[config.mk]
export PLATFORM = sky130hd
export DESIGN_NAME = nfc_host
export DESIGN_NICKNAME = d
export VERILOG_FILES = /design/src/common/nfc_pkg.sv /design/src/common/nfc_cyc_if.sv /design/src/hw/nfc_cycle.sv /design/src/hw/nfc_host.sv
export SDC_FILE = /design/constraint.sdc
export NUM_CORES = 1
export LEC_CHECK = 0
export ABC_AREA = 1
export BUFFER_PORTS_ARGS = -buffer_cell sky130_fd_sc_hd__buf_2
export CAP_MARGIN = 25
export CELL_PAD_IN_SITES_DETAIL_PLACEMENT = 0
export CELL_PAD_IN_SITES_GLOBAL_PLACEMENT = 1
export CORE_ASPECT_RATIO = 1.75
export CORE_MARGIN = 8
export CORE_UTILIZATION = 35
export DETAILED_ROUTE_END_ITERATION = 7
export PLACE_DENSITY_LB_ADDON = 0.3
export SKIP_CTS_REPAIR_TIMING = 1
export SLEW_MARGIN = 20
export SYNTH_ARGS = -nofsm -noshare
export SYNTH_HDL_FRONTEND = slang
export SYNTH_SLANG_ARGS = --single-unit
[constraint.sdc]
create_clock -name aclk -period 3.92 [get_ports aclk]
set_input_delay 0.588 -clock aclk [delete_from_list [all_inputs] [get_ports aclk]]
set_output_delay 0.588 -clock aclk [all_outputs]
set_load 0.02 [all_outputs]
[src/common/nfc_pkg.sv]
package nfc_pkg;
  // ----------------------------------------
  // Clock and flash bus timing
  // ----------------------------------------
  localparam int CLK_PERIOD_NS = 10;
  localparam int PULSE_NS      = 60;
  localparam int GAP_NS        = 30;
  localparam int PULSE_CYC     = (PULSE_NS + CLK_PERIOD_NS - 1) / CLK_PERIOD_NS;
  localparam int GAP_CYC       = (GAP_NS + CLK_PERIOD_NS - 1) / CLK_PERIOD_NS;
  localparam int PWR_WAIT_MS   = 10;
  localparam int PWR_WAIT_CYC  = PWR_WAIT_MS * 1000000 / CLK_PERIOD_NS;
  localparam int ADDR_W        = 21;
  localparam int DATA_W        = 16;
  localparam int CNT_W         = 8;
  localparam int PWR_CNT_W     = 24;

  // ----------------------------------------
  // Command words
  // ----------------------------------------
  localparam logic [15:0] CMD_READ_ARRAY  = 16'h00FF;
  localparam logic [15:0] CMD_CFI_QUERY   = 16'h0098;
  localparam logic [15:0] CMD_PROG_SETUP  = 16'h0040;
  localparam logic [15:0] CMD_ERASE_SETUP = 16'h0020;
  localparam logic [15:0] CMD_CONFIRM     = 16'h00D0;
  localparam logic [15:0] CMD_SUSPEND     = 16'h00B0;
  localparam logic [15:0] CMD_READ_STATUS = 16'h0070;
  localparam logic [15:0] CMD_CLEAR_STAT  = 16'h0050;

  // ----------------------------------------
  // Device operation_status bits
  // ----------------------------------------
  localparam int SR_MACHINE_READY   = 7;
  localparam int SR_ERASE_SUSPENDED = 6;
  localparam int SR_ERASE_FAIL      = 5;
  localparam int SR_PROGRAM_FAIL    = 4;
  localparam int SR_SUPPLY_FAULT    = 3;
  localparam int SR_PROG_SUSPENDED  = 2;
  localparam int SR_LOCK_ABORT      = 1;
  localparam logic [7:0] SR_ERR_MASK = 8'h3A;
  localparam logic [7:0] SR_RESET    = 8'h80;

  // ----------------------------------------
  // Controller registers
  // ----------------------------------------
  localparam logic [7:0] REG_CTRL   = 8'h00;
  localparam logic [7:0] REG_ADDR   = 8'h04;
  localparam logic [7:0] REG_WDATA  = 8'h08;
  localparam logic [7:0] REG_STATUS = 8'h0C;
  localparam logic [7:0] REG_RDATA  = 8'h10;
  localparam int ST_BUSY    = 8;
  localparam int ST_REFUSED = 9;
  localparam int ST_PWR_OK  = 10;
  localparam logic [1:0] RESP_OKAY   = 2'h0;
  localparam logic [1:0] RESP_DECERR = 2'h3;

  typedef enum logic [3:0] {
    OP_READ_ARRAY, OP_PROGRAM, OP_ERASE, OP_SUSPEND, OP_RESUME,
    OP_CLEAR, OP_CFI_QUERY, OP_READ_WORD, OP_READ_STATUS
  } nfc_op_e;
  localparam logic [3:0] OP_LAST = 4'h8;
endpackage : nfc_pkg

[src/common/nfc_cyc_if.sv]
`timescale 1ns/1ps
interface nfc_cyc_if;
  logic        req;
  logic        wr;
  logic [20:0] addr;
  logic [15:0] wdata;
  logic        done;
  logic [15:0] rdata;
  modport master (output req, output wr, output addr, output wdata, input done, input rdata);
  modport slave  (input req, input wr, input addr, input wdata, output done, output rdata);
endinterface : nfc_cyc_if

[src/hw/nfc_cycle.sv]
`timescale 1ns/1ps
module nfc_cycle
  import nfc_pkg::*;
(
  input  wire logic        aclk,
  input  wire logic        aresetn,
  nfc_cyc_if.slave         cyc,
  output logic             flash_ce_n,
  output logic             flash_oe_n,
  output logic             flash_we_n,
  output logic [20:0]      flash_addr,
  output logic [15:0]      flash_dq_out,
  output logic             flash_dq_oe,
  input  wire logic [15:0] flash_dq_in
);
  typedef enum logic [1:0] {C_IDLE, C_SETUP, C_PULSE, C_GAP} nfc_cst_e;
  typedef struct packed {
    nfc_cst_e          st;
    logic [CNT_W-1:0]  cnt;
    logic              wr;
    logic              ce_n;
    logic              oe_n;
    logic              we_n;
    logic              dq_oe;
    logic [20:0]       addr;
    logic [15:0]       dq_out;
    logic [15:0]       s1;
    logic [15:0]       s2;
    logic [15:0]       s3;
    logic              done;
    logic [15:0]       rdata;
  } nfc_cyc_s;

  nfc_cyc_s r_reg, r_next;

  always_comb begin
    r_next      = r_reg;
    r_next.done = 1'b0;
    r_next.s1   = flash_dq_in;
    r_next.s2   = r_reg.s1;
    r_next.s3   = r_reg.s2;
    unique case (r_reg.st)
      C_IDLE: begin
        if (cyc.req && !r_reg.done) begin
          r_next.wr     = cyc.wr;
          r_next.addr   = cyc.addr;
          r_next.dq_out = cyc.wdata;
          r_next.dq_oe  = cyc.wr;
          r_next.ce_n   = 1'b0;
          r_next.cnt    = CNT_W'(GAP_CYC);
          r_next.st     = C_SETUP;
        end
      end
      C_SETUP: begin
        if (r_reg.cnt > CNT_W'(1)) begin
          r_next.cnt = r_reg.cnt - CNT_W'(1);
        end else begin
          // Strobe low only with the opposite strobe high
          r_next.we_n = !r_reg.wr;
          r_next.oe_n = r_reg.wr;
          r_next.cnt  = CNT_W'(PULSE_CYC);
          r_next.st   = C_PULSE;
        end
      end
      C_PULSE: begin
        if (r_reg.cnt > CNT_W'(1)) begin
          r_next.cnt = r_reg.cnt - CNT_W'(1);
        end else if (r_reg.wr || r_reg.s2 == r_reg.s3) begin
          r_next.we_n = 1'b1;
          r_next.oe_n = 1'b1;
          r_next.ce_n = 1'b1;
          if (!r_reg.wr) begin
            r_next.rdata = r_reg.s3;
          end
          r_next.cnt = CNT_W'(GAP_CYC);
          r_next.st  = C_GAP;
        end
      end
      C_GAP: begin
        // Data held past the strobe edge for hold time
        if (r_reg.cnt > CNT_W'(1)) begin
          r_next.cnt = r_reg.cnt - CNT_W'(1);
        end else begin
          r_next.dq_oe = 1'b0;
          r_next.done  = 1'b1;
          r_next.st    = C_IDLE;
        end
      end
    endcase
  end

  always_ff @(posedge aclk) begin
    if (!aresetn) begin
      r_reg      <= '0;
      r_reg.st   <= C_IDLE;
      r_reg.ce_n <= 1'b1;
      r_reg.oe_n <= 1'b1;
      r_reg.we_n <= 1'b1;
    end else begin
      r_reg <= r_next;
    end
  end

  assign cyc.done     = r_reg.done;
  assign cyc.rdata    = r_reg.rdata;
  assign flash_ce_n   = r_reg.ce_n;
  assign flash_oe_n   = r_reg.oe_n;
  assign flash_we_n   = r_reg.we_n;
  assign flash_addr   = r_reg.addr;
  assign flash_dq_out = r_reg.dq_out;
  assign flash_dq_oe  = r_reg.dq_oe;
endmodule : nfc_cycle

[src/hw/nfc_host.sv]
// The implementer's own choices: register access over AXI4-Lite and the address map.
`timescale 1ns/1ps
// How it works
// - Query mode entered by one write of code 98 to any address.
// - Word program: code 40 anywhere, then data word at target.
// - Status reads need a fresh chip-select or output-drive toggle each.
// - Code FF after last operation returns device to array read.
// - Suspend with B0, resume with D0; bit 2 shows program suspended.
// - Sector erase: code 20 anywhere, then D0 inside target sector.
// - During erase suspend, read or program only other sectors; the controller sends reads and programs to any address.
// - Clear-status is one write of 50; clears error bits.
module nfc_host
  import nfc_pkg::*;
#(
  parameter int PWR_WAIT = PWR_WAIT_CYC
) (
  input  wire logic        aclk,
  input  wire logic        aresetn,
  input  wire logic [7:0]  s_axi_awaddr,
  input  wire logic        s_axi_awvalid,
  output logic             s_axi_awready,
  input  wire logic [31:0] s_axi_wdata,
  input  wire logic [3:0]  s_axi_wstrb,
  input  wire logic        s_axi_wvalid,
  output logic             s_axi_wready,
  output logic [1:0]       s_axi_bresp,
  output logic             s_axi_bvalid,
  input  wire logic        s_axi_bready,
  input  wire logic [7:0]  s_axi_araddr,
  input  wire logic        s_axi_arvalid,
  output logic             s_axi_arready,
  output logic [31:0]      s_axi_rdata,
  output logic [1:0]       s_axi_rresp,
  output logic             s_axi_rvalid,
  input  wire logic        s_axi_rready,
  output logic             flash_rst_n,
  output logic             flash_ce_n,
  output logic             flash_oe_n,
  output logic             flash_we_n,
  output logic [20:0]      flash_addr,
  output logic [15:0]      flash_dq_out,
  output logic             flash_dq_oe,
  input  wire logic [15:0] flash_dq_in
);
  // ----------------------------------------
  // State
  // ----------------------------------------
  typedef enum logic [2:0] {Q_IDLE, Q_CMD, Q_DATA, Q_POLL, Q_READ} nfc_seq_e;
  typedef struct packed {
    logic                 awready;
    logic                 wready;
    logic                 bvalid;
    logic [1:0]           bresp;
    logic                 arready;
    logic                 rvalid;
    logic [1:0]           rresp;
    logic [31:0]          rdata;
    logic                 aw_got;
    logic                 w_got;
    logic [7:0]           awaddr;
    logic [31:0]          wdata;
    logic [3:0]           wstrb;
    nfc_seq_e             sq;
    nfc_op_e              op;
    logic [20:0]          addr;
    logic [15:0]          wword;
    logic [15:0]          rword;
    logic [7:0]           sr;
    logic                 refused;
    logic                 pwr_ok;
    logic [PWR_CNT_W-1:0] pwr_cnt;
    logic                 rst_out_n;
    logic                 req;
    logic                 cwr;
    logic [15:0]          cword;
  } nfc_host_s;

  nfc_host_s r_reg, r_next;
  nfc_cyc_if cyc ();

  function automatic logic [31:0] merge(input logic [31:0] old, input logic [31:0] nw, input logic [3:0] strb);
    for (int i = 0; i < 4; i++) begin
      if (strb[i]) begin
        old[8*i +: 8] = nw[8*i +: 8];
      end
    end
    return old;
  endfunction : merge

  function automatic logic [15:0] first_code(input nfc_op_e op);
    unique case (op)
      OP_PROGRAM:     return CMD_PROG_SETUP;
      OP_ERASE:       return CMD_ERASE_SETUP;
      OP_SUSPEND:     return CMD_SUSPEND;
      OP_RESUME:      return CMD_CONFIRM;
      OP_CLEAR:       return CMD_CLEAR_STAT;
      OP_CFI_QUERY:   return CMD_CFI_QUERY;
      OP_READ_STATUS: return CMD_READ_STATUS;
      default:        return CMD_READ_ARRAY;
    endcase
  endfunction : first_code

  always_comb begin
    logic [31:0] wv;
    logic        refuse;
    wv     = '0;
    refuse = 1'b0;
    r_next = r_reg;
    // ----------------------------------------
    // Supply settle wait
    // ----------------------------------------
    r_next.rst_out_n = 1'b1;
    if (!r_reg.pwr_ok) begin
      if (r_reg.pwr_cnt >= PWR_CNT_W'(PWR_WAIT - 1)) begin
        r_next.pwr_ok = 1'b1;
      end else begin
        r_next.pwr_cnt = r_reg.pwr_cnt + PWR_CNT_W'(1);
      end
    end
    // ----------------------------------------
    // AXI write
    // ----------------------------------------
    if (s_axi_awvalid && r_reg.awready) begin
      r_next.aw_got  = 1'b1;
      r_next.awaddr  = s_axi_awaddr;
      r_next.awready = 1'b0;
    end
    if (s_axi_wvalid && r_reg.wready) begin
      r_next.w_got  = 1'b1;
      r_next.wdata  = s_axi_wdata;
      r_next.wstrb  = s_axi_wstrb;
      r_next.wready = 1'b0;
    end
    if (r_reg.bvalid && s_axi_bready) begin
      r_next.bvalid  = 1'b0;
      r_next.awready = 1'b1;
      r_next.wready  = 1'b1;
    end
    if (r_reg.aw_got && r_reg.w_got && !r_reg.bvalid) begin
      r_next.aw_got = 1'b0;
      r_next.w_got  = 1'b0;
      r_next.bvalid = 1'b1;
      r_next.bresp  = RESP_OKAY;
      unique case (r_reg.awaddr)
        REG_ADDR:  begin
          wv            = merge({11'h000, r_reg.addr}, r_reg.wdata, r_reg.wstrb);
          r_next.addr   = wv[20:0];
        end
        REG_WDATA: begin
          wv            = merge({16'h0000, r_reg.wword}, r_reg.wdata, r_reg.wstrb);
          r_next.wword  = wv[15:0];
        end
        REG_CTRL: begin
          // A start while busy is dropped and flagged, not queued
          if (r_reg.wstrb[0]) begin
            if (r_reg.sq != Q_IDLE || r_reg.wdata[3:0] > OP_LAST) begin
              refuse = 1'b1;
            end else begin
              r_next.op = nfc_op_e'(r_reg.wdata[3:0]);
              unique case (nfc_op_e'(r_reg.wdata[3:0]))
                OP_PROGRAM: refuse = !r_reg.pwr_ok || r_reg.sr[SR_SUPPLY_FAULT];
                OP_ERASE:   refuse = !r_reg.pwr_ok || r_reg.sr[SR_SUPPLY_FAULT]
                                     || r_reg.sr[SR_LOCK_ABORT];
                default:    refuse = 1'b0;
              endcase
            end
            r_next.refused = refuse;
            if (!refuse) begin
              r_next.cwr   = 1'b1;
              r_next.cword = first_code(nfc_op_e'(r_reg.wdata[3:0]));
              r_next.req   = 1'b1;
              r_next.sq    = Q_CMD;
              if (nfc_op_e'(r_reg.wdata[3:0]) == OP_READ_WORD) begin
                r_next.cwr = 1'b0;
                r_next.sq  = Q_READ;
              end
            end
          end
        end
        REG_STATUS, REG_RDATA: ;
        default: r_next.bresp = RESP_DECERR;
      endcase
    end
    // ----------------------------------------
    // AXI read
    // ----------------------------------------
    if (s_axi_arvalid && r_reg.arready) begin
      r_next.arready = 1'b0;
      r_next.rvalid  = 1'b1;
      r_next.rresp   = RESP_OKAY;
      unique case (s_axi_araddr)
        REG_CTRL:   r_next.rdata = {28'h0000000, r_reg.op};
        REG_ADDR:   r_next.rdata = {11'h000, r_reg.addr};
        REG_WDATA:  r_next.rdata = {16'h0000, r_reg.wword};
        REG_STATUS: r_next.rdata = {21'h000000, r_reg.pwr_ok, r_reg.refused, r_reg.sq != Q_IDLE, r_reg.sr};
        REG_RDATA:  r_next.rdata = {16'h0000, r_reg.rword};
        default: begin
          r_next.rdata = '0;
          r_next.rresp = RESP_DECERR;
        end
      endcase
    end
    if (r_reg.rvalid && s_axi_rready) begin
      r_next.rvalid  = 1'b0;
      r_next.arready = 1'b1;
    end
    // ----------------------------------------
    // Command sequencer
    // ----------------------------------------
    if (cyc.done) begin
      r_next.req = 1'b0;
      unique case (r_reg.sq)
        Q_CMD: begin
          unique case (r_reg.op)
            OP_PROGRAM: begin
              r_next.cword = r_reg.wword;
              r_next.req   = 1'b1;
              r_next.sq    = Q_DATA;
            end
            OP_ERASE: begin
              r_next.cword = CMD_CONFIRM;
              r_next.req   = 1'b1;
              r_next.sq    = Q_DATA;
            end
            OP_SUSPEND, OP_RESUME, OP_READ_STATUS: begin
              r_next.cwr = 1'b0;
              r_next.req = 1'b1;
              r_next.sq  = Q_POLL;
            end
            OP_CLEAR: begin
              r_next.sr = r_reg.sr & ~SR_ERR_MASK;
              r_next.sq = Q_IDLE;
            end
            default: r_next.sq = Q_IDLE;
          endcase
        end
        Q_DATA: begin
          r_next.cwr = 1'b0;
          r_next.req = 1'b1;
          r_next.sq  = Q_POLL;
        end
        Q_POLL: begin
          // Each poll is a separate strobe cycle so the status refreshes
          r_next.sr = cyc.rdata[7:0];
          if (cyc.rdata[SR_MACHINE_READY] || r_reg.op == OP_READ_STATUS) begin
            r_next.sq = Q_IDLE;
          end else begin
            r_next.req = 1'b1;
          end
        end
        Q_READ: begin
          r_next.rword = cyc.rdata;
          r_next.sq    = Q_IDLE;
        end
        default: r_next.sq = Q_IDLE;
      endcase
    end
  end

  always_ff @(posedge aclk) begin
    if (!aresetn) begin
      r_reg         <= '0;
      r_reg.awready <= 1'b1;
      r_reg.wready  <= 1'b1;
      r_reg.arready <= 1'b1;
      r_reg.sq      <= Q_IDLE;
      r_reg.op      <= OP_READ_ARRAY;
      r_reg.sr      <= SR_RESET;
    end else begin
      r_reg <= r_next;
    end
  end

  assign cyc.req   = r_reg.req;
  assign cyc.wr    = r_reg.cwr;
  assign cyc.addr  = r_reg.addr;
  assign cyc.wdata = r_reg.cword;

  nfc_cycle u_cycle (
    .aclk         (aclk),
    .aresetn      (aresetn),
    .cyc          (cyc.slave),
    .flash_ce_n   (flash_ce_n),
    .flash_oe_n   (flash_oe_n),
    .flash_we_n   (flash_we_n),
    .flash_addr   (flash_addr),
    .flash_dq_out (flash_dq_out),
    .flash_dq_oe  (flash_dq_oe),
    .flash_dq_in  (flash_dq_in)
  );

  assign s_axi_awready = r_reg.awready;
  assign s_axi_wready  = r_reg.wready;
  assign s_axi_bvalid  = r_reg.bvalid;
  assign s_axi_bresp   = r_reg.bresp;
  assign s_axi_arready = r_reg.arready;
  assign s_axi_rvalid  = r_reg.rvalid;
  assign s_axi_rresp   = r_reg.rresp;
  assign s_axi_rdata   = r_reg.rdata;
  assign flash_rst_n   = r_reg.rst_out_n;
endmodule : nfc_host

==> key figures, run 1 <==
Job
  • # Max-Cap Violations: 0

Floorplan
  • IO Pins: 158
  • Core area: 35700 sq um
  • # rows: 92
  • Initial Util: 35.2%
  • Die area: 42500 sq um
  • Die width: 159 microns
  • Chip height: 267 microns

Power
  • Leak Pwr: 6.16 nW
  • Pwr/cell area: 514 nW/um^2
  • Max VDD drop: 0.309 mV

Clock tree
  • Max clock buf depth: 3
  • CTS Sinks: 292
  • Worst-Skew Late Latency: 0.55 ns
  • Clock tree root driver cell: clkbuf_16
  • Num CTS Buffers: 28
  • Worst-path clk slew: 0.06 ns
  • CTS tree: built
  • H-Tree Depth: 1

Critical path
  • Type of origin of the critical path: flop
  • Worst R2R Start: r_reg[19]
  • Critical path class: reg2reg
  • Setup crit end kind: flop
  • Crit path DAT: 2.91 ns
  • R2r worst-path depth: 9
  • Crit path from: r_reg[19]
  • Data required, critical path: 4.38 ns
  • Setup crit end: r_reg[30]
  • Critical path peak fanout: 22
  • Worst reg2reg path endpoint: r_reg[30]
  • Reg2reg setup slack: 1.47 ns

Detailed routing
  • First-pass iteration count of the detailed router: 7
  • Antenna-violating nets left: 0
  • DRT Wirelength: 33400 microns
  • Residual DRC: 0
  • DR WL/cell: 14.9 microns
  • DR vias/cell: 4.65
  • Vias: 10400
  • Drt first-iter violations: 401

STA
  • Worst-case headroom to the max-slew limit: 35.6%
  • Period minus WS final: 2.45 ns
  • Fmax: 408 MHz
  • Final setup vio count: 0
  • Worst Skew: 0.0106 ns
  • Period utilization: 62.5%
  • Slew @ Worst Pin: 0.962 ns
  • Setup TNS: 0 ns
  • Hold Fails Final Rpt: 0
  • RSZ-0062 raised after global routing: no
  • Max Slew Vio Count: 0

Status
  • Status: finished, final reports clean

Placed design
  • IO Port Bufs: 134
  • DP HPWL: 24300 microns
  • GP Congestion: 0.834

Synthesis
  • Synth Cell Area: 12600 sq um
  • Mapped Avg Cell Area: 7.34 sq um
  • Warnings, synthesis: 0
  • Post-synthesis sequential area ratio: 46.5%
  • Synth cell types: 43
  • Mapped Cells: 1713
  • Synthesized flop and latch total: 292

Global route
  • GRT Total Usage: 15.5%
  • Initial antenna violation count: 0
  • First-pass GRT wire length: 54100 microns
  • Total congestion overflow: 0
  • Vias in the first global route: 10300
  • Largest net degree at the start of global routing: 189

Layout
  • N_diodes: 0
  • Layout cells sized above 1: 13.8%
  • Fin util: 39.6%
  • Largest register FFs: 107
  • Fillcell total: 3858
  • # nets final: 1837
  • Layout area overhead: 12.4%

Min path
  • Hold WC Path Type: in2reg
how the worst min path moves through the flow:
stage                       startpoint            endpoint  slack (ns)  cells after the start
global placement    u_cycle.r_next[38]  u_cycle.r_next[22]        0.40                      2
global route            flash_dq_in[7]  u_cycle.r_next[40]        0.21                      3
finish                  flash_dq_in[4]  u_cycle.r_next[37]        0.22                      3
floorplan           u_cycle.r_next[33]  u_cycle.r_next[17]        0.39                      2
detailed placement  u_cycle.r_next[43]  u_cycle.r_next[27]        0.40                      2
CTS                     flash_dq_in[4]  u_cycle.r_next[37]        0.18                      3
cell families after synthesis:
| logic type | Yosys count | share of synthesized area (%) |
|---|---|---|
| simple gates | 720 | 24.2 |
| compound gates | 343 | 14.7 |
| buf+inv | 329 | 12.4 |
| flops | 292 | 46.5 |
| xor+xnor | 20 | 1.39 |
| fa+ha+maj | 8 | 0.796 |
| other cells | 1 | 0.0298 |
area by class of cell:
class / instances / area, sq um / share of cell area (%)
clock buffers: 39 / 833 / 5.89
clock inverters: 11 / 185 / 1.31
inverters: 186 / 699 / 4.95
multi-input cells: 1102 / 5210 / 36.9
flip-flops and latches: 292 / 5850 / 41.4
well taps: 470 / 588 / 4.16
repair buffers: 144 / 773 / 5.47
critical path, stage by stage (launching register included):
cell and delay [ns]:
dfxtp_1 0.36, ha_1 0.28, nand3_2 0.14, nor2_2 0.07
nor3_1 0.25, nand3b_4 0.20, nand2_1 0.06, nor2_2 0.70
nand2_1 0.13, a21oi_1 0.15
metal layers:
layer  global-route usage, %  wire length, microns  share of wire, %
met2                    30.1                 17700                53
met1                    16.6                 13700                41
met4                    5.02                   806               2.4
met5                       0                     0                 0
met3                    2.38                  1200               3.6
cells in the mapped netlist, drive strengths merged:
cell type | number | share of area (%)
a31oi | 3 | 0.15
ha | 8 | 0.80
nand3b | 2 | 0.22
o211ai | 5 | 0.30
inv | 186 | 5.6
a41oi | 2 | 0.14
a21oi | 175 | 7.4
o21bai | 1 | 0.060
o2111ai | 4 | 0.28
o21ai | 141 | 5.6
nand3 | 84 | 3.6
clkbuf | 47 | 1.4
xnor2 | 7 | 0.49
nor3 | 22 | 1.2
a211oi | 5 | 0.30
o31ai | 1 | 0.060
nand4 | 17 | 0.85
nor2 | 212 | 6.7
and2 | 2 | 0.099
conb | 1 | 0.030
buf | 96 | 5.5
a21boi | 5 | 0.33
nand2 | 378 | 11
nor4 | 3 | 0.20
dfxtp | 292 | 46
o21a | 1 | 0.060
xor2 | 13 | 0.91
cells in the final DEF (no fill, tap or decap), types with 3 or more instances in the layout:
cell type / netlist / routed
xnor2_1: 7 / 7
a21boi_0: 4 / 4
a211oi_1: 5 / 5
nor2_4: 3 / 3
nand4_1: 17 / 17
a31oi_1: 3 / 3
o21ai_1: 16 / 16
o2111ai_1: 4 / 4
inv_2: 9 / 8
bufinv_16: 0 / 5
inv_1: 177 / 177
dfxtp_1: 292 / 292
nand3_1: 80 / 80
conb_1: 1 / 11
o211ai_1: 5 / 5
nand3_2: 3 / 3
buf_4: 76 / 9
nor3_2: 4 / 5
nand2_2: 4 / 4
o21ai_0: 125 / 125
xor2_1: 13 / 13
clkbuf_1: 47 / 3
clkinv_2: 0 / 5
a21oi_2: 15 / 15
nor2_1: 201 / 200
clkbuf_8: 0 / 7
buf_2: 9 / 133
clkbuf_16: 0 / 29
ha_1: 8 / 8
nor2_2: 8 / 9
a21oi_1: 160 / 160
nor3_1: 16 / 15
nand2_1: 374 / 374
per-stage QoR:
step | hold slack, ns | std cells | power (mW) | worst slack (ns) | cell area, sq um
4_1_cts | 0.184 | 2244 | 7.39 | 1.46 | 14100
6_report | 0.217 | 2244 | 7.27 | 1.47 | 14100
3_5_place_dp | 0.400 | 2194 | 4.37 | 1.36 | 13100
3_3_place_gp | 0.404 | 2194 | 4.35 | 1.42 | 13100
5_1_grt | 0.212 | 2244 | 7.64 | 1.12 | 14100
2_1_floorplan | 0.390 | 1723 | 4.08 | 2.24 | 12600
where the power goes:
part	switching [mW]	internal, mW	total, mW
Sequential	0.0989	3.09	3.19
Clock	1.17	1.81	2.98
Combinational	0.762	0.341	1.10
Total	2.04	5.24	7.27
Power figures use the tool's default switching activity.
==> run 2: changes to the inputs <==
- clock period: 3.92 -> 2.05 ns (I/O delays scaled with it)
==> key figures, run 2 (synthesis gave the netlist of run 1 again) <==
STA
  • Max Slew Vio Count: 0
  • Slew @ Worst Pin: 0.550 ns
  • Hold Fails Final Rpt: 0
  • Worst-case headroom to the max-slew limit: 63.0%
  • Final setup vio count: 0
  • Period utilization: 90.5%
  • RSZ-0062 raised after global routing: no
  • Worst Skew: 0.00579 ns
  • WHS: 0.0229 ns
  • Fmax: 539 MHz
  • Period minus WS final: 1.85 ns
  • Setup TNS: 0 ns

Critical path
  • CP Depth: 11
  • Setup crit end kind: flop
  • Crit path largest cell delay: 0.34 ns
  • Critical path peak fanout: 32
  • Crit-path cells: inv_1 > ha_1 > o21ai_1 > nor2_4 > inv_2 > nor3_4 > inv_2 > nor2_4 > buf_12 > o21ai_0 > a21oi_1
  • Critical path class: reg2reg
  • Type of origin of the critical path: flop
  • CP max stage cell: dfxtp_1
  • Data required, critical path: 2.53 ns
  • R2r worst-path depth: 11
  • Crit path DAT: 2.34 ns
  • Buffer and inverter count on the worst path: 4
  • Delay-heaviest family, CP: buffers and inverters
  • Reg2reg setup slack: 0.20 ns

Clock tree
  • Clock tree root driver cell: clkbuf_16
  • Max clock buf depth: 3
  • Worst-Skew Late Latency: 0.55 ns
  • CTS Sinks: 292
  • Worst-path clk slew: 0.07 ns
  • CTS tree: built
  • H-Tree Depth: 1
  • Num CTS Buffers: 28

Layout
  • N_diodes: 0
  • Commonest cells after routing, fill and taps aside: nand2_1, dfxtp_1, nor2_1
  • Post-route cell area: 14600 sq um
  • Largest register FFs: 107
  • Layout cells sized above 1: 15.5%
  • Layout area overhead: 15.9%
  • Commonest non-fill, non-tap cell in the layout: nand2_1
  • # nets final: 1885
  • Final Instance Count excl. Fillers: 2294

Detailed routing
  • DR vias/cell: 4.62
  • Vias: 10600
  • DR WL/cell: 14.6 microns
  • DRT Wirelength: 33500 microns
  • Residual DRC: 0
  • Drt first-iter violations: 421
  • Antenna-violating nets left: 0
  • First-pass iteration count of the detailed router: 7

Floorplan
  • # rows: 92
  • Chip height: 267 microns
  • Die width: 159 microns
  • Core area: 35700 sq um
  • Die area: 42500 sq um
  • IO Pins: 158
  • Initial Util: 35.2%

Placed design
  • Cells after DPL: 2225
  • DP Area: 13400 sq um
  • GP Congestion: 0.861
  • DP HPWL: 25100 microns
  • IO Port Bufs: 134

Power
  • Sw Ratio: 28.6%
  • Pwr/cell area: 950 nW/um^2
  • Clock share of power: 39.8%
  • Comb pwr share: 16.2%
  • Max VDD drop: 0.446 mV
  • Leak Pwr: 6.40 nW
  • Power Total: 13.8 mW
  • Internal cell power: 9.88 mW
  • P_sw: 3.96 mW
  • Flop pwr share: 44.0%

Min path
  • Cell count of the worst hold path: 3
  • Hold WC Path Type: in2reg

Global route
  • Total congestion overflow: 0
  • First-pass GRT wire length: 53800 microns
  • Initial antenna violation count: 0
  • Largest net degree at the start of global routing: 130
  • Vias in the first global route: 10400
  • GRT Total Usage: 15.4%

Job
  • # Max-Cap Violations: 0

Status
  • Status: finished, final reports clean
[run 2: changes by cell type in the layout (fill, tap and decap cells not counted), moves of 2 or more]
cell,previous run,this run
buf_4,9,35
dlygate4sd3_1,0,17
buf_12,2,7
clkbuf_8,7,3
clkinv_2,5,8
clkinv_4,0,2
clkinvlp_4,2,4
[run 2: worst min-delay path: cells and delay by family]
kind	cells	cell delay, ns
compound gates	1	0.09
buf+inv	1	0.08
simple gates	1	0.07
[run 2: layer usage]
layer  GRT usage, %  share of wire (%)  up-vias
li1               -                  -     5556
met1           16.2                 40     4813
met2           29.8                 53      178
met3           2.30                3.9       41
met4           6.30                3.3        0
met5              0                  0        -
[run 2: final timing paths]
| check | startpoint | to |
|---|---|---|
| max reg2reg | u_cycle.r_reg[107] | u_cycle.cyc.rdata[1] |
| max | u_cycle.r_reg[107] | u_cycle.cyc.rdata[1] |
| min reg2reg | u_cycle.r_next[45] | u_cycle.r_next[29] |
| min | s_axi_bready | s_axi_awready |
[run 2: power groups by stage]
stage / Clock [mW] / Combinational, mW / Sequential [mW]
final: 5.51 / 2.24 / 6.10
after global routing: 5.89 / 2.54 / 6.12
after CTS: 5.68 / 2.24 / 6.10
after detailed placement: 0 / 2.23 / 6.22
after global placement: 0 / 2.20 / 6.22
after floorplan: 0 / 1.59 / 6.22
[run 2: final cells by class]
class	count	area, sq um
Clock buffer	34	774
Clock inverter	18	211
Fill cell	3790	21100
Inverter	186	699
Multi-Input combinational cell	1102	5220
Sequential cell	292	5850
Tap cell	470	588
Timing Repair Buffer	192	1240
[run 2: per-stage QoR]
step	utilization, %	setup slack, ns
floorplan	-	0.415
global placement	37.6	0.197
detailed placement	37.6	0.167
CTS	40.4	0.137
global route	40.8	0.0247
finish	40.8	0.195
==> run 3: changes to the inputs <==
- PLACE_DENSITY: default -> 0.74
- PLACE_DENSITY_LB_ADDON: 0.3 -> default
==> key figures, run 3 (synthesis gave the netlist of run 1 again) <==
STA
  • Period utilization: 91.5%
  • Slew @ Worst Pin: 0.605 ns
  • Setup TNS: 0 ns
  • Worst-case headroom to the max-slew limit: 59.6%
  • Fmax: 533 MHz
  • Worst Skew: 0.00575 ns
  • Max Slew Vio Count: 0
  • Period minus WS final: 1.88 ns
  • WHS: -0.0206 ns
  • RSZ-0062 raised after global routing: no
  • Hold Fails Final Rpt: 3
  • Final setup vio count: 0
  • Worst setup slack after layout: 0.174 ns

Clock tree
  • Max clock buf depth: 3
  • Clock tree root driver cell: clkbuf_16
  • Worst-path clk slew: 0.06 ns
  • CTS tree: built
  • CTS Sinks: 292
  • Worst-Skew Late Latency: 0.55 ns
  • Num CTS Buffers: 28
  • H-Tree Depth: 1

Status
  • Status: finished, violations left
  • Failing checks: hold timing

Critical path
  • Type of origin of the critical path: flop
  • Critical path peak fanout: 22
  • Data required, critical path: 2.53 ns
  • CP max stage cell: dfxtp_1
  • Crit path largest cell delay: 0.34 ns
  • Crit path DAT: 2.35 ns
  • Delay-heaviest family, CP: simple AND/OR/NAND/NOR gates
  • Crit-path cells: ha_1 > nand3_2 > nor2_2 > nor3_1 > nand3b_4 > nand2_1 > nor2_2 > buf_12 > nand2_1 > a21oi_1
  • Setup crit end kind: flop
  • Buffer and inverter count on the worst path: 1
  • Critical path class: reg2reg

Job
  • # Max-Cap Violations: 0

Floorplan
  • IO Pins: 158
  • Chip height: 267 microns
  • Core area: 35700 sq um
  • Die width: 159 microns
  • # rows: 92
  • Initial Util: 35.2%
  • Die area: 42500 sq um

Global route
  • Vias in the first global route: 10400
  • GR Layer Usage met2: 30.5%
  • Grt peak-use layer: met2
  • GR Util met1: 16.3%
  • Met3 usage: 2.02%
  • First-pass GRT wire length: 54000 microns
  • Largest net degree at the start of global routing: 68
  • GRT Total Usage: 15.5%
  • Total congestion overflow: 0
  • Initial antenna violation count: 0

Layout
  • Layout area overhead: 16.0%
  • # nets final: 1881
  • Fillcell total: 3770
  • Largest register FFs: 107
  • Layout cells sized above 1: 15.2%
  • Commonest cells after routing, fill and taps aside: nand2_1, dfxtp_1, nor2_1
  • Fin util: 40.9%
  • N_diodes: 0
  • Post-route cell area: 14600 sq um
  • Commonest non-fill, non-tap cell in the layout: nand2_1

Detailed routing
  • DR vias/cell: 4.63
  • Vias: 10600
  • DR WL/cell: 14.5 microns
  • Residual DRC: 0
  • First-pass iteration count of the detailed router: 5
  • Antenna-violating nets left: 0
  • Drt first-iter violations: 487
  • DRT Wirelength: 33300 microns

Min path
  • Hold WC Path Type: in2reg

Power
  • Power Total: 14.0 mW
  • Max VDD drop: 0.534 mV
  • Pwr/cell area: 963 nW/um^2
  • Leak Pwr: 6.41 nW

Placed design
  • DP Area: 13400 sq um
  • Pre-CTS setup slack: 0.114 ns
  • DP HPWL: 25200 microns
  • IO Port Bufs: 134
  • GP Congestion: 0.882
[run 3: cell count changes in the layout (fill, tap and decap cells not counted), sizes merged]
| cell | delta |
|---|---|
| dlygate4sd3 | -4 |
| clkbuf | +8 |
| clkinvlp | -4 |
| bufinv | +1 |
| clkinv | -5 |
[run 3: cell type report]
type | count | area (sq um) | area share (%)
flip-flops and latches | 292 | 5850 | 40.1
multi-input cells | 1102 | 5220 | 35.8
repair buffers | 188 | 1210 | 8.31
clock buffers | 42 | 845 | 5.79
inverters | 186 | 698 | 4.79
well taps | 470 | 588 | 4.03
clock inverters | 10 | 179 | 1.23
[run 3: worst register-to-register path: cells and delay by family (launching register included)]
kind,cells,cell delay (ns)
and+or+nand+nor,7,0.93
DFF,1,0.34
buffers and inverters,1,0.17
adders and majority gates,1,0.22
AOI/OAI and AO/OA,1,0.13
[run 3: metrics by stage]
stage | hold WS (ns) | instances
2_1_floorplan | 0.335 | 1723
3_3_place_gp | 0.407 | 2225
3_5_place_dp | 0.404 | 2225
4_1_cts | -0.0809 | 2277
5_1_grt | 0.00118 | 2290
6_report | -0.0206 | 2290
[run 3: report_power, final]
| group | total, mW | internal, mW | leakage, nW | switching [mW] |
|---|---|---|---|---|
| Clock | 5.70 | 3.47 | 0.505 | 2.23 |
| Combinational | 2.23 | 0.742 | 3.53 | 1.49 |
| Sequential | 6.10 | 5.91 | 2.37 | 0.191 |
| Total | 14.0 | 10.1 | 6.41 | 3.91 |
[run 3: worst paths after layout]
check	from	end	slack, ns	depth (start not counted)
max reg2reg	r_reg[20]	r_reg[36]	0.17	10
min reg2reg	u_cycle.r_next[33]	u_cycle.r_next[17]	0.42	2
max	r_reg[20]	r_reg[36]	0.17	10
min	flash_dq_in[13]	u_cycle.r_next[46]	-0.02	3
[run 3: per-layer routing]
layer | share of wire, % | wire [microns]
met5 | 0 | 0
met4 | 2.9 | 950
met3 | 3.5 | 1160
met2 | 54 | 18000
met1 | 40 | 13200
